File: src/rtl/timer_defs.svh
`ifndef TIMER_DEFS_SVH
`define TIMER_DEFS_SVH

// Register addresses on the plain register port
`define ADDR_COUNT_LOW      3'h0
`define ADDR_COUNT_HIGH     3'h1
`define ADDR_TIMER_CONTROL  3'h2
`define ADDR_GATE_CONTROL   3'h3
`define ADDR_STATUS         3'h4

// Timer control register fields
`define CTRL_SRC_HI         7
`define CTRL_SRC_LO         6
`define CTRL_PS_HI          5
`define CTRL_PS_LO          4
`define CTRL_OSC_EN         3
`define CTRL_ASYNC          2
`define CTRL_ON             0

// Gate control register fields
`define GATE_EN             7
`define GATE_POL            6
`define GATE_SEL_HI         1
`define GATE_SEL_LO         0

// Status register fields
`define STAT_GATE           0
`define STAT_RUN            1
`define STAT_ARMED          2

// Reset values and constants
`define COUNT_RESET         16'h0000
`define COUNT_STEP          16'h0001
`define SRC_RESET           2'h0
`define PS_RESET            2'h0
`define PS_CNT_RESET        3'h0
`define PS_CNT_STEP         3'h1
`define PS_ONE              4'h1
`define DIV_RESET           2'h0
`define DIV_STEP            2'h1
`define DIV_LAST            2'h3
`define GSEL_RESET          2'h0
`define BYTE_ZERO           8'h00

`endif

File: src/rtl/timer_pkg.sv
package timer_pkg;

    typedef enum logic [1:0] {
        SRC_INSTR    = 2'b00,
        SRC_SYSTEM   = 2'b01,
        SRC_EXTERNAL = 2'b10,
        SRC_RESERVED = 2'b11
    } clock_source_type;

    typedef enum logic [1:0] {
        GATE_FROM_PIN   = 2'b00,
        GATE_FROM_COMP1 = 2'b01,
        GATE_FROM_COMP2 = 2'b10,
        GATE_FROM_PIN_B = 2'b11
    } gate_source_type;

endpackage

File: src/rtl/gated_sixteen_bit_timer.sv
// Summary of operation
// - The counter is a 16-bit up-counter read and written as a high and a low byte.
// - Writing either count byte replaces that byte of the running count at once.
// - Off while the on bit is 0; always counting with gate enable 0; gated otherwise.
// - The instruction clock source makes a timer that advances once per one, two, four or eight instruction cycles.
// - Internal sources advance on multiples of the system clock set by the prescaler.
// - With the full-rate system clock the count rises four per instruction cycle.
// - The external source counts rising pin edges, synchronised or taken directly.
// - In counter mode a falling edge must precede the first counting rising edge.
// - Source code 00 instruction clock, 01 system clock, 10 oscillator/pin, 11 reserved.
// - The gate accepts the gate pin or either comparator output as its source.
`timescale 1ns/1ns
`include "timer_defs.svh"

module gated_sixteen_bit_timer #(
    parameter int COUNT_WIDTH = 16,
    parameter int ADDR_WIDTH  = 3
) (
    // Clock, reset and freeze
    input  wire logic                   clk_sys,
    input  wire logic                   rst_n,
    input  wire logic                   ce,
    // Register port
    input  wire logic [ADDR_WIDTH-1:0]  addr,
    input  wire logic [7:0]             wdata,
    input  wire logic                   wr,
    input  wire logic                   rd,
    output logic      [7:0]             rdata,
    // Clock and gate inputs
    input  wire logic                   external_clock_pin,
    input  wire logic                   osc_pin,
    input  wire logic                   gate_pin,
    input  wire logic                   comparator_one,
    input  wire logic                   comparator_two,
    // Observed state
    output logic [COUNT_WIDTH-1:0]      count_value,
    output logic                        counting
);

    // Control state
    timer_pkg::clock_source_type clock_source_field;
    timer_pkg::gate_source_type  gate_select_reg;
    logic [1:0]                  prescale_reg;
    logic                        dedicated_osc_enable;
    logic                        async_mode_reg;
    logic                        timer_on_bit;
    logic                        gate_enable_bit;
    logic                        gate_polarity_reg;

    // Counting state
    logic [COUNT_WIDTH-1:0]      count_reg;
    logic [COUNT_WIDTH-1:0]      count_next;
    logic [1:0]                  div_reg;
    logic [2:0]                  ps_cnt_reg;
    logic                        armed_reg;
    logic                        ext_raw_reg;
    logic                        ext_raw_prev_reg;
    logic [7:0]                  rdata_reg;
    logic                        counting_reg;

    // Decoded strobes and conditioned inputs
    logic                        wr_low;
    logic                        wr_high;
    logic                        wr_ctrl;
    logic                        wr_gate;
    logic                        count_write;
    logic                        ext_sync_level;
    logic                        ext_sync_rise;
    logic                        ext_sync_fall;
    logic                        osc_rise;
    logic                        osc_fall;
    logic                        gate_pin_level;
    logic                        comp1_level;
    logic                        comp2_level;
    logic                        gate_src_level;
    logic                        gate_active;
    logic                        run;
    logic                        instr_tick;
    logic                        src_tick;
    logic                        src_rise;
    logic                        src_fall;
    logic                        counter_mode;
    logic                        ps_tick;
    logic [3:0]                  ps_last;

    assign wr_low      = wr && (addr == `ADDR_COUNT_LOW);
    assign wr_high     = wr && (addr == `ADDR_COUNT_HIGH);
    assign wr_ctrl     = wr && (addr == `ADDR_TIMER_CONTROL);
    assign wr_gate     = wr && (addr == `ADDR_GATE_CONTROL);
    assign count_write = wr_low || wr_high;

    // Input conditioning
    edge_sync #(
        .RESET_LEVEL (1'b0)
    ) u_ext_sync (
        .clk_sys (clk_sys),
        .rst_n   (rst_n),
        .ce      (ce),
        .din     (external_clock_pin),
        .level_q (ext_sync_level),
        .rise    (ext_sync_rise),
        .fall    (ext_sync_fall)
    );

    edge_sync #(
        .RESET_LEVEL (1'b0)
    ) u_osc_sync (
        .clk_sys (clk_sys),
        .rst_n   (rst_n),
        .ce      (ce),
        .din     (osc_pin),
        .level_q (),
        .rise    (osc_rise),
        .fall    (osc_fall)
    );

    edge_sync #(
        .RESET_LEVEL (1'b0)
    ) u_gate_sync (
        .clk_sys (clk_sys),
        .rst_n   (rst_n),
        .ce      (ce),
        .din     (gate_pin),
        .level_q (gate_pin_level),
        .rise    (),
        .fall    ()
    );

    edge_sync #(
        .RESET_LEVEL (1'b0)
    ) u_comp1_sync (
        .clk_sys (clk_sys),
        .rst_n   (rst_n),
        .ce      (ce),
        .din     (comparator_one),
        .level_q (comp1_level),
        .rise    (),
        .fall    ()
    );

    edge_sync #(
        .RESET_LEVEL (1'b0)
    ) u_comp2_sync (
        .clk_sys (clk_sys),
        .rst_n   (rst_n),
        .ce      (ce),
        .din     (comparator_two),
        .level_q (comp2_level),
        .rise    (),
        .fall    ()
    );

    // Direct capture of the pin; it skips one stage of latency for async mode
    always_ff @(posedge clk_sys or negedge rst_n) begin
        if (!rst_n) begin
            ext_raw_reg      <= 1'b0;
            ext_raw_prev_reg <= 1'b0;
        end else if (ce) begin
            ext_raw_reg      <= external_clock_pin;
            ext_raw_prev_reg <= ext_raw_reg;
        end
    end

    // Control register writes
    always_ff @(posedge clk_sys or negedge rst_n) begin
        if (!rst_n) begin
            clock_source_field   <= timer_pkg::SRC_INSTR;
            prescale_reg         <= `PS_RESET;
            dedicated_osc_enable <= 1'b0;
            async_mode_reg       <= 1'b0;
            timer_on_bit         <= 1'b0;
        end else if (ce && wr_ctrl) begin
            clock_source_field   <= timer_pkg::clock_source_type'(
                                        wdata[`CTRL_SRC_HI:`CTRL_SRC_LO]);
            prescale_reg         <= wdata[`CTRL_PS_HI:`CTRL_PS_LO];
            dedicated_osc_enable <= wdata[`CTRL_OSC_EN];
            async_mode_reg       <= wdata[`CTRL_ASYNC];
            timer_on_bit         <= wdata[`CTRL_ON];
        end
    end

    always_ff @(posedge clk_sys or negedge rst_n) begin
        if (!rst_n) begin
            gate_enable_bit   <= 1'b0;
            gate_polarity_reg <= 1'b0;
            gate_select_reg   <= timer_pkg::GATE_FROM_PIN;
        end else if (ce && wr_gate) begin
            gate_enable_bit   <= wdata[`GATE_EN];
            gate_polarity_reg <= wdata[`GATE_POL];
            gate_select_reg   <= timer_pkg::gate_source_type'(
                                     wdata[`GATE_SEL_HI:`GATE_SEL_LO]);
        end
    end

    always_comb begin
        unique case (gate_select_reg)
            timer_pkg::GATE_FROM_PIN:   gate_src_level = gate_pin_level;
            timer_pkg::GATE_FROM_COMP1: gate_src_level = comp1_level;
            timer_pkg::GATE_FROM_COMP2: gate_src_level = comp2_level;
            timer_pkg::GATE_FROM_PIN_B: gate_src_level = gate_pin_level;
        endcase
    end

    // Polarity 0 means the gate opens while its source is high
    assign gate_active = gate_src_level ^ gate_polarity_reg;

    assign run = timer_on_bit && (!gate_enable_bit || gate_active);

    // Instruction clock divider runs freely so the phase is stable
    always_ff @(posedge clk_sys or negedge rst_n) begin
        if (!rst_n) begin
            div_reg <= `DIV_RESET;
        end else if (ce) begin
            div_reg <= div_reg + `DIV_STEP;
        end
    end

    assign instr_tick = (div_reg == `DIV_LAST);

    // External edges: oscillator when enabled, otherwise the pin
    always_comb begin
        if (dedicated_osc_enable) begin
            src_rise = osc_rise;
            src_fall = osc_fall;
        end else if (async_mode_reg) begin
            src_rise = ext_raw_reg & ~ext_raw_prev_reg;
            src_fall = ~ext_raw_reg & ext_raw_prev_reg;
        end else begin
            src_rise = ext_sync_rise;
            src_fall = ext_sync_fall;
        end
    end

    always_comb begin
        counter_mode = 1'b0;
        unique case (clock_source_field)
            timer_pkg::SRC_INSTR:    src_tick = instr_tick;
            timer_pkg::SRC_SYSTEM:   src_tick = 1'b1;
            timer_pkg::SRC_EXTERNAL: begin
                src_tick     = src_rise && armed_reg;
                counter_mode = 1'b1;
            end
            timer_pkg::SRC_RESERVED: src_tick = 1'b0;
        endcase
    end

    always_ff @(posedge clk_sys or negedge rst_n) begin
        if (!rst_n) begin
            armed_reg <= 1'b0;
        end else if (ce) begin
            if (!timer_on_bit || !counter_mode) begin
                armed_reg <= 1'b0;
            end else if (src_fall) begin
                armed_reg <= 1'b1;
            end else if (count_write) begin
                armed_reg <= 1'b0;
            end
        end
    end

    // prescaler ratio of one, two, four or eight
    assign ps_last = (`PS_ONE << prescale_reg) - `PS_ONE;
    assign ps_tick = run && src_tick && ({1'b0, ps_cnt_reg} >= ps_last);

    // Prescaler restarts on a count write so the next tick is a full period
    always_ff @(posedge clk_sys or negedge rst_n) begin
        if (!rst_n) begin
            ps_cnt_reg <= `PS_CNT_RESET;
        end else if (ce) begin
            if (count_write || !timer_on_bit) begin
                ps_cnt_reg <= `PS_CNT_RESET;
            end else if (run && src_tick) begin
                if (ps_tick) begin
                    ps_cnt_reg <= `PS_CNT_RESET;
                end else begin
                    ps_cnt_reg <= ps_cnt_reg + `PS_CNT_STEP;
                end
            end
        end
    end

    always_comb begin
        count_next = count_reg;
        if (wr_low) begin
            count_next[7:0] = wdata;
        end else if (wr_high) begin
            count_next[15:8] = wdata;
        end else if (ps_tick) begin
            count_next = count_reg + `COUNT_STEP;
        end
    end

    always_ff @(posedge clk_sys or negedge rst_n) begin
        if (!rst_n) begin
            count_reg <= `COUNT_RESET;
        end else if (ce) begin
            count_reg <= count_next;
        end
    end

    always_ff @(posedge clk_sys or negedge rst_n) begin
        if (!rst_n) begin
            counting_reg <= 1'b0;
        end else if (ce) begin
            counting_reg <= run;
        end
    end

    // Read data stands only in the cycle after the strobe
    always_ff @(posedge clk_sys or negedge rst_n) begin
        if (!rst_n) begin
            rdata_reg <= `BYTE_ZERO;
        end else if (ce) begin
            rdata_reg <= `BYTE_ZERO;
            if (rd) begin
                unique case (addr)
                    `ADDR_COUNT_LOW:     rdata_reg <= count_reg[7:0];
                    `ADDR_COUNT_HIGH:    rdata_reg <= count_reg[15:8];
                    `ADDR_TIMER_CONTROL: begin
                        rdata_reg[`CTRL_SRC_HI:`CTRL_SRC_LO] <= clock_source_field;
                        rdata_reg[`CTRL_PS_HI:`CTRL_PS_LO]   <= prescale_reg;
                        rdata_reg[`CTRL_OSC_EN]              <= dedicated_osc_enable;
                        rdata_reg[`CTRL_ASYNC]               <= async_mode_reg;
                        rdata_reg[`CTRL_ON]                  <= timer_on_bit;
                    end
                    `ADDR_GATE_CONTROL: begin
                        rdata_reg[`GATE_EN]                   <= gate_enable_bit;
                        rdata_reg[`GATE_POL]                  <= gate_polarity_reg;
                        rdata_reg[`GATE_SEL_HI:`GATE_SEL_LO]  <= gate_select_reg;
                    end
                    `ADDR_STATUS: begin
                        rdata_reg[`STAT_GATE]  <= gate_active;
                        rdata_reg[`STAT_RUN]   <= run;
                        rdata_reg[`STAT_ARMED] <= armed_reg;
                    end
                    default:             rdata_reg <= `BYTE_ZERO;
                endcase
            end
        end
    end

    assign rdata       = rdata_reg;
    assign count_value = count_reg;
    assign counting    = counting_reg;

endmodule

File: src/rtl/edge_sync.sv
`timescale 1ns/1ns

module edge_sync #(
    parameter logic RESET_LEVEL = 1'b0
) (
    // Clock and reset
    input  wire logic clk_sys,
    input  wire logic rst_n,
    input  wire logic ce,
    // Raw input and conditioned outputs
    input  wire logic din,
    output logic      level_q,
    output logic      rise,
    output logic      fall
);

    logic stage1_reg;
    logic stage2_reg;
    logic stage3_reg;

    // First stage feeds only the second one
    always_ff @(posedge clk_sys or negedge rst_n) begin
        if (!rst_n) begin
            stage1_reg <= RESET_LEVEL;
            stage2_reg <= RESET_LEVEL;
            stage3_reg <= RESET_LEVEL;
        end else if (ce) begin
            stage1_reg <= din;
            stage2_reg <= stage1_reg;
            stage3_reg <= stage2_reg;
        end
    end

    assign level_q = stage2_reg;
    assign rise    = stage2_reg & ~stage3_reg;
    assign fall    = ~stage2_reg & stage3_reg;

endmodule

File: config.mk
export PLATFORM = sky130hd
export DESIGN_NAME = gated_sixteen_bit_timer
export DESIGN_NICKNAME = d
export VERILOG_FILES = /design/src/rtl/timer_pkg.sv /design/src/rtl/gated_sixteen_bit_timer.sv /design/src/rtl/edge_sync.sv
export VERILOG_INCLUDE_DIRS = /design/src /design/src/rtl
export SDC_FILE = /design/constraint.sdc
export NUM_CORES = 1
export LEC_CHECK = 0
export BUFFER_PORTS_ARGS = -buffer_cell sky130_fd_sc_hd__buf_4
export CAP_MARGIN = 10
export CORE_MARGIN = 8
export CORE_UTILIZATION = 59
export CTS_BUF_LIST = sky130_fd_sc_hd__clkbuf_4
export DETAILED_ROUTE_END_ITERATION = 8
export GPL_ROUTABILITY_DRIVEN = 0
export GPL_TIMING_DRIVEN = 0
export HOLD_SLACK_MARGIN = 0.02
export PLACE_DENSITY = 0.79
export SLEW_MARGIN = 20
export SYNTH_ARGS = -nofsm -noshare
export SYNTH_HDL_FRONTEND = slang
export SYNTH_SLANG_ARGS = --single-unit
File: constraint.sdc
create_clock -name clk_sys -period 2.9 [get_ports clk_sys]
set_input_delay 0.145 -clock clk_sys [delete_from_list [all_inputs] [get_ports clk_sys]]
set_output_delay 0.145 -clock clk_sys [all_outputs]
set_load 0.05 [all_outputs]
==> flow_summary.ini <==
[power]
p_per_area_nw_per_um2 = 734
ir_drop_mv = 0.411
leakagePower_nw = 1.57

[clock_network]
cts_buffers = 5
cts_root_buf = clkbuf_4
post-cts-setup-buffer-count = 0
clkSinkCount = 54
clock_latency_ns = 0.38
ctsHtreeMaxLevel = 2
clock_path_buffers = 2
clk_pin_slew_ns = 0.16
cts_tree = built

[logic_synthesis]
ys_types = 54
yosys_warnings = 0
seq_area_frac_synth_pct = 44.2
synth-seq-cells = 54
netlist_area_sq_um = 3050
syn_inst = 306
avgSynthCellArea_sq_um = 9.98
synth_top_area_cell = dfrtp_1
synth_most_common_cell = dfrtp_1
ys.flop_type = dfrtp_1
synth.area.top_cells = dfrtp_1 44%, mux2_2 7.7%, nand2_1 4.7%, ha_1 3.3%, nor2_1 3.1%
syn-num-nets = 335
synth_top_area_share_pct = 44.2
ys_async_sr_fraction_pct = 100
synth_edf_count = 0
synthTopCellsByCount = 54 x dfrtp_1, 38 x nand2_1, 25 x nor2_1

[routing]
first_pass_iters = 5
vias = 2733
wl_um = 8210
final_antenna_net_count = 0
post_drt_wl_per_cell_um = 18.6
viasPerCell = 6.20
drt_iter0_markers = 288
drc = 0

[setup_path]
r2r_end = count_value[3]
start_kind = flip-flop
crit_required_ns = 3.16
r2r_slack_ns = 0.24
reg2regPathDepth = 8
r2r_start = prescale_reg[1]
critical_path_class = flip-flop to flip-flop
crit_fanout = 8
cp_data_arrival_time_ns = 2.92
cp-end-kind = flip-flop

[final_layout]
fin_util_pct = 73.2
largest_reg_flops = 16
antennaDiodeCount = 0
syn_to_final_growth_pct = 20.8
drive_gt1_share_pct = 23.2
nNetsFinal = 399

[floorplanning]
die_w_um = 88.0
std_cell_rows = 26
core_area_sq_um = 5040
pin_count = 46
initial_utilization_pct = 60.6
design.die.area_sq_um = 7740
die_h_um = 88.0

[timing]
tns_ns = 0
slew_violations = 0
hold_violations = 0
worst_pin_slew_ns = 0.794
setup_viol = 0
slew_headroom_pct = 46.7
finalCritPeriodShare_pct = 91.7
fin_skew_ns = 0.0198
rsz0062_at_grt = false
timing.final.crit_period_ns = 2.66
max_freq_ghz = 0.376
hold-worst-slack_ns = 0.0335

[grt]
antenna_found_initial = 0
grt_max_degree = 55
gr-total-overflow = 0
track_usage_pct = 22.1
grt_pass1_vias = 2584
grt_pass1_wl_um = 13200

[place]
port_buffers = 44
dp.final_hpwl_um = 6160

[hold_path]
min_path_cells = 3
hold_path_class = input pin to flip-flop
min-delay-start = rd
worstHoldEndpoint = rdata[2]

[job]
maxCapViolCount = 0

[run_status]
status = finished, final reports clean
-- routing by layer --
layer	wire length [um]	share of wire, %	up-vias	GRT usage (%)
met5	0	0	-	0
met3	467	5.7	18	3.85
li1	-	-	1277	-
met1	3330	41	1330	26.5
met4	176	2.1	0	8.13
met2	4240	52	108	38.4
-- cell families after synthesis --
family          synth area share [%]
simple gates                    19.8
compound gates                  17.5
flops                           44.2
mux                             11.6
buf+inv                         3.36
fa+ha+maj                       3.28
xor+xnor                       0.287
-- power breakdown --
part           switching, mW  leakage (nW)  internal (mW)
clock network          0.242        0.0419          0.191
registers              0.219         0.670          0.912
logic                  0.700         0.854          0.441
-- metrics by stage --
step / cell area, sq um / setup WS, ns / power, mW / cells
after global placement: 3470 / 0.229 / 2.21 / 420
after global routing: 3690 / 0.0968 / 2.84 / 441
after CTS: 3650 / 0.130 / 2.69 / 438
final: 3690 / 0.240 / 2.71 / 441
after detailed placement: 3470 / 0.164 / 2.26 / 420
after floorplan: 3050 / 0.506 / 1.88 / 306
-- cell usage in the layout, fill, tap and decap left out, drive strengths merged, types with 12 or more instances in the layout --
cell         instances
dfrtp               54
buf                 48
nand2               38
nor2                25
mux2                21
dlygate4sd3         13
clkbuf              13
inv                 12
a21oi               12
-- worst max-delay path: stages, from the launching register on --
cell and delay, ns:
dfrtp_1 0.44, or2_2 0.31, ha_1 0.28, nor2b_1 0.05, o21ai_2 0.34, nor2b_1 0.41
nand3_1 0.26, nor2_1 0.29, a311oi_1 0.14
-- layout make-up --
cell class,count,area (sq um)
Inverter,13,48.8
Buffer,11,53.8
Timing Repair Buffer,57,460
Multi-Input combinational cell,228,1600
Fill cell,392,1350
Clock inverter,2,37.5
Clock buffer,6,45.0
Tap cell,70,87.6
Sequential cell,54,1350
-- repair_timing --
item	4_1_cts	5_1_grt
setup endpoints to repair	0	7
hold buffers	10	3
endpoints found under the hold margin	64	3
gates resized for setup	0	1
-- how the worst max path moves through the flow --
stage,from,end,cells past startpoint
after detailed placement,prescale_reg[1],count_value[3],8
after floorplan,prescale_reg[1],count_value[9],8
after global routing,prescale_reg[1],count_value[3],8
final,prescale_reg[1],count_value[3],8
after global placement,prescale_reg[1],count_value[9],8
after CTS,prescale_reg[1],count_value[3],8
Power figures use the tool's default switching activity.
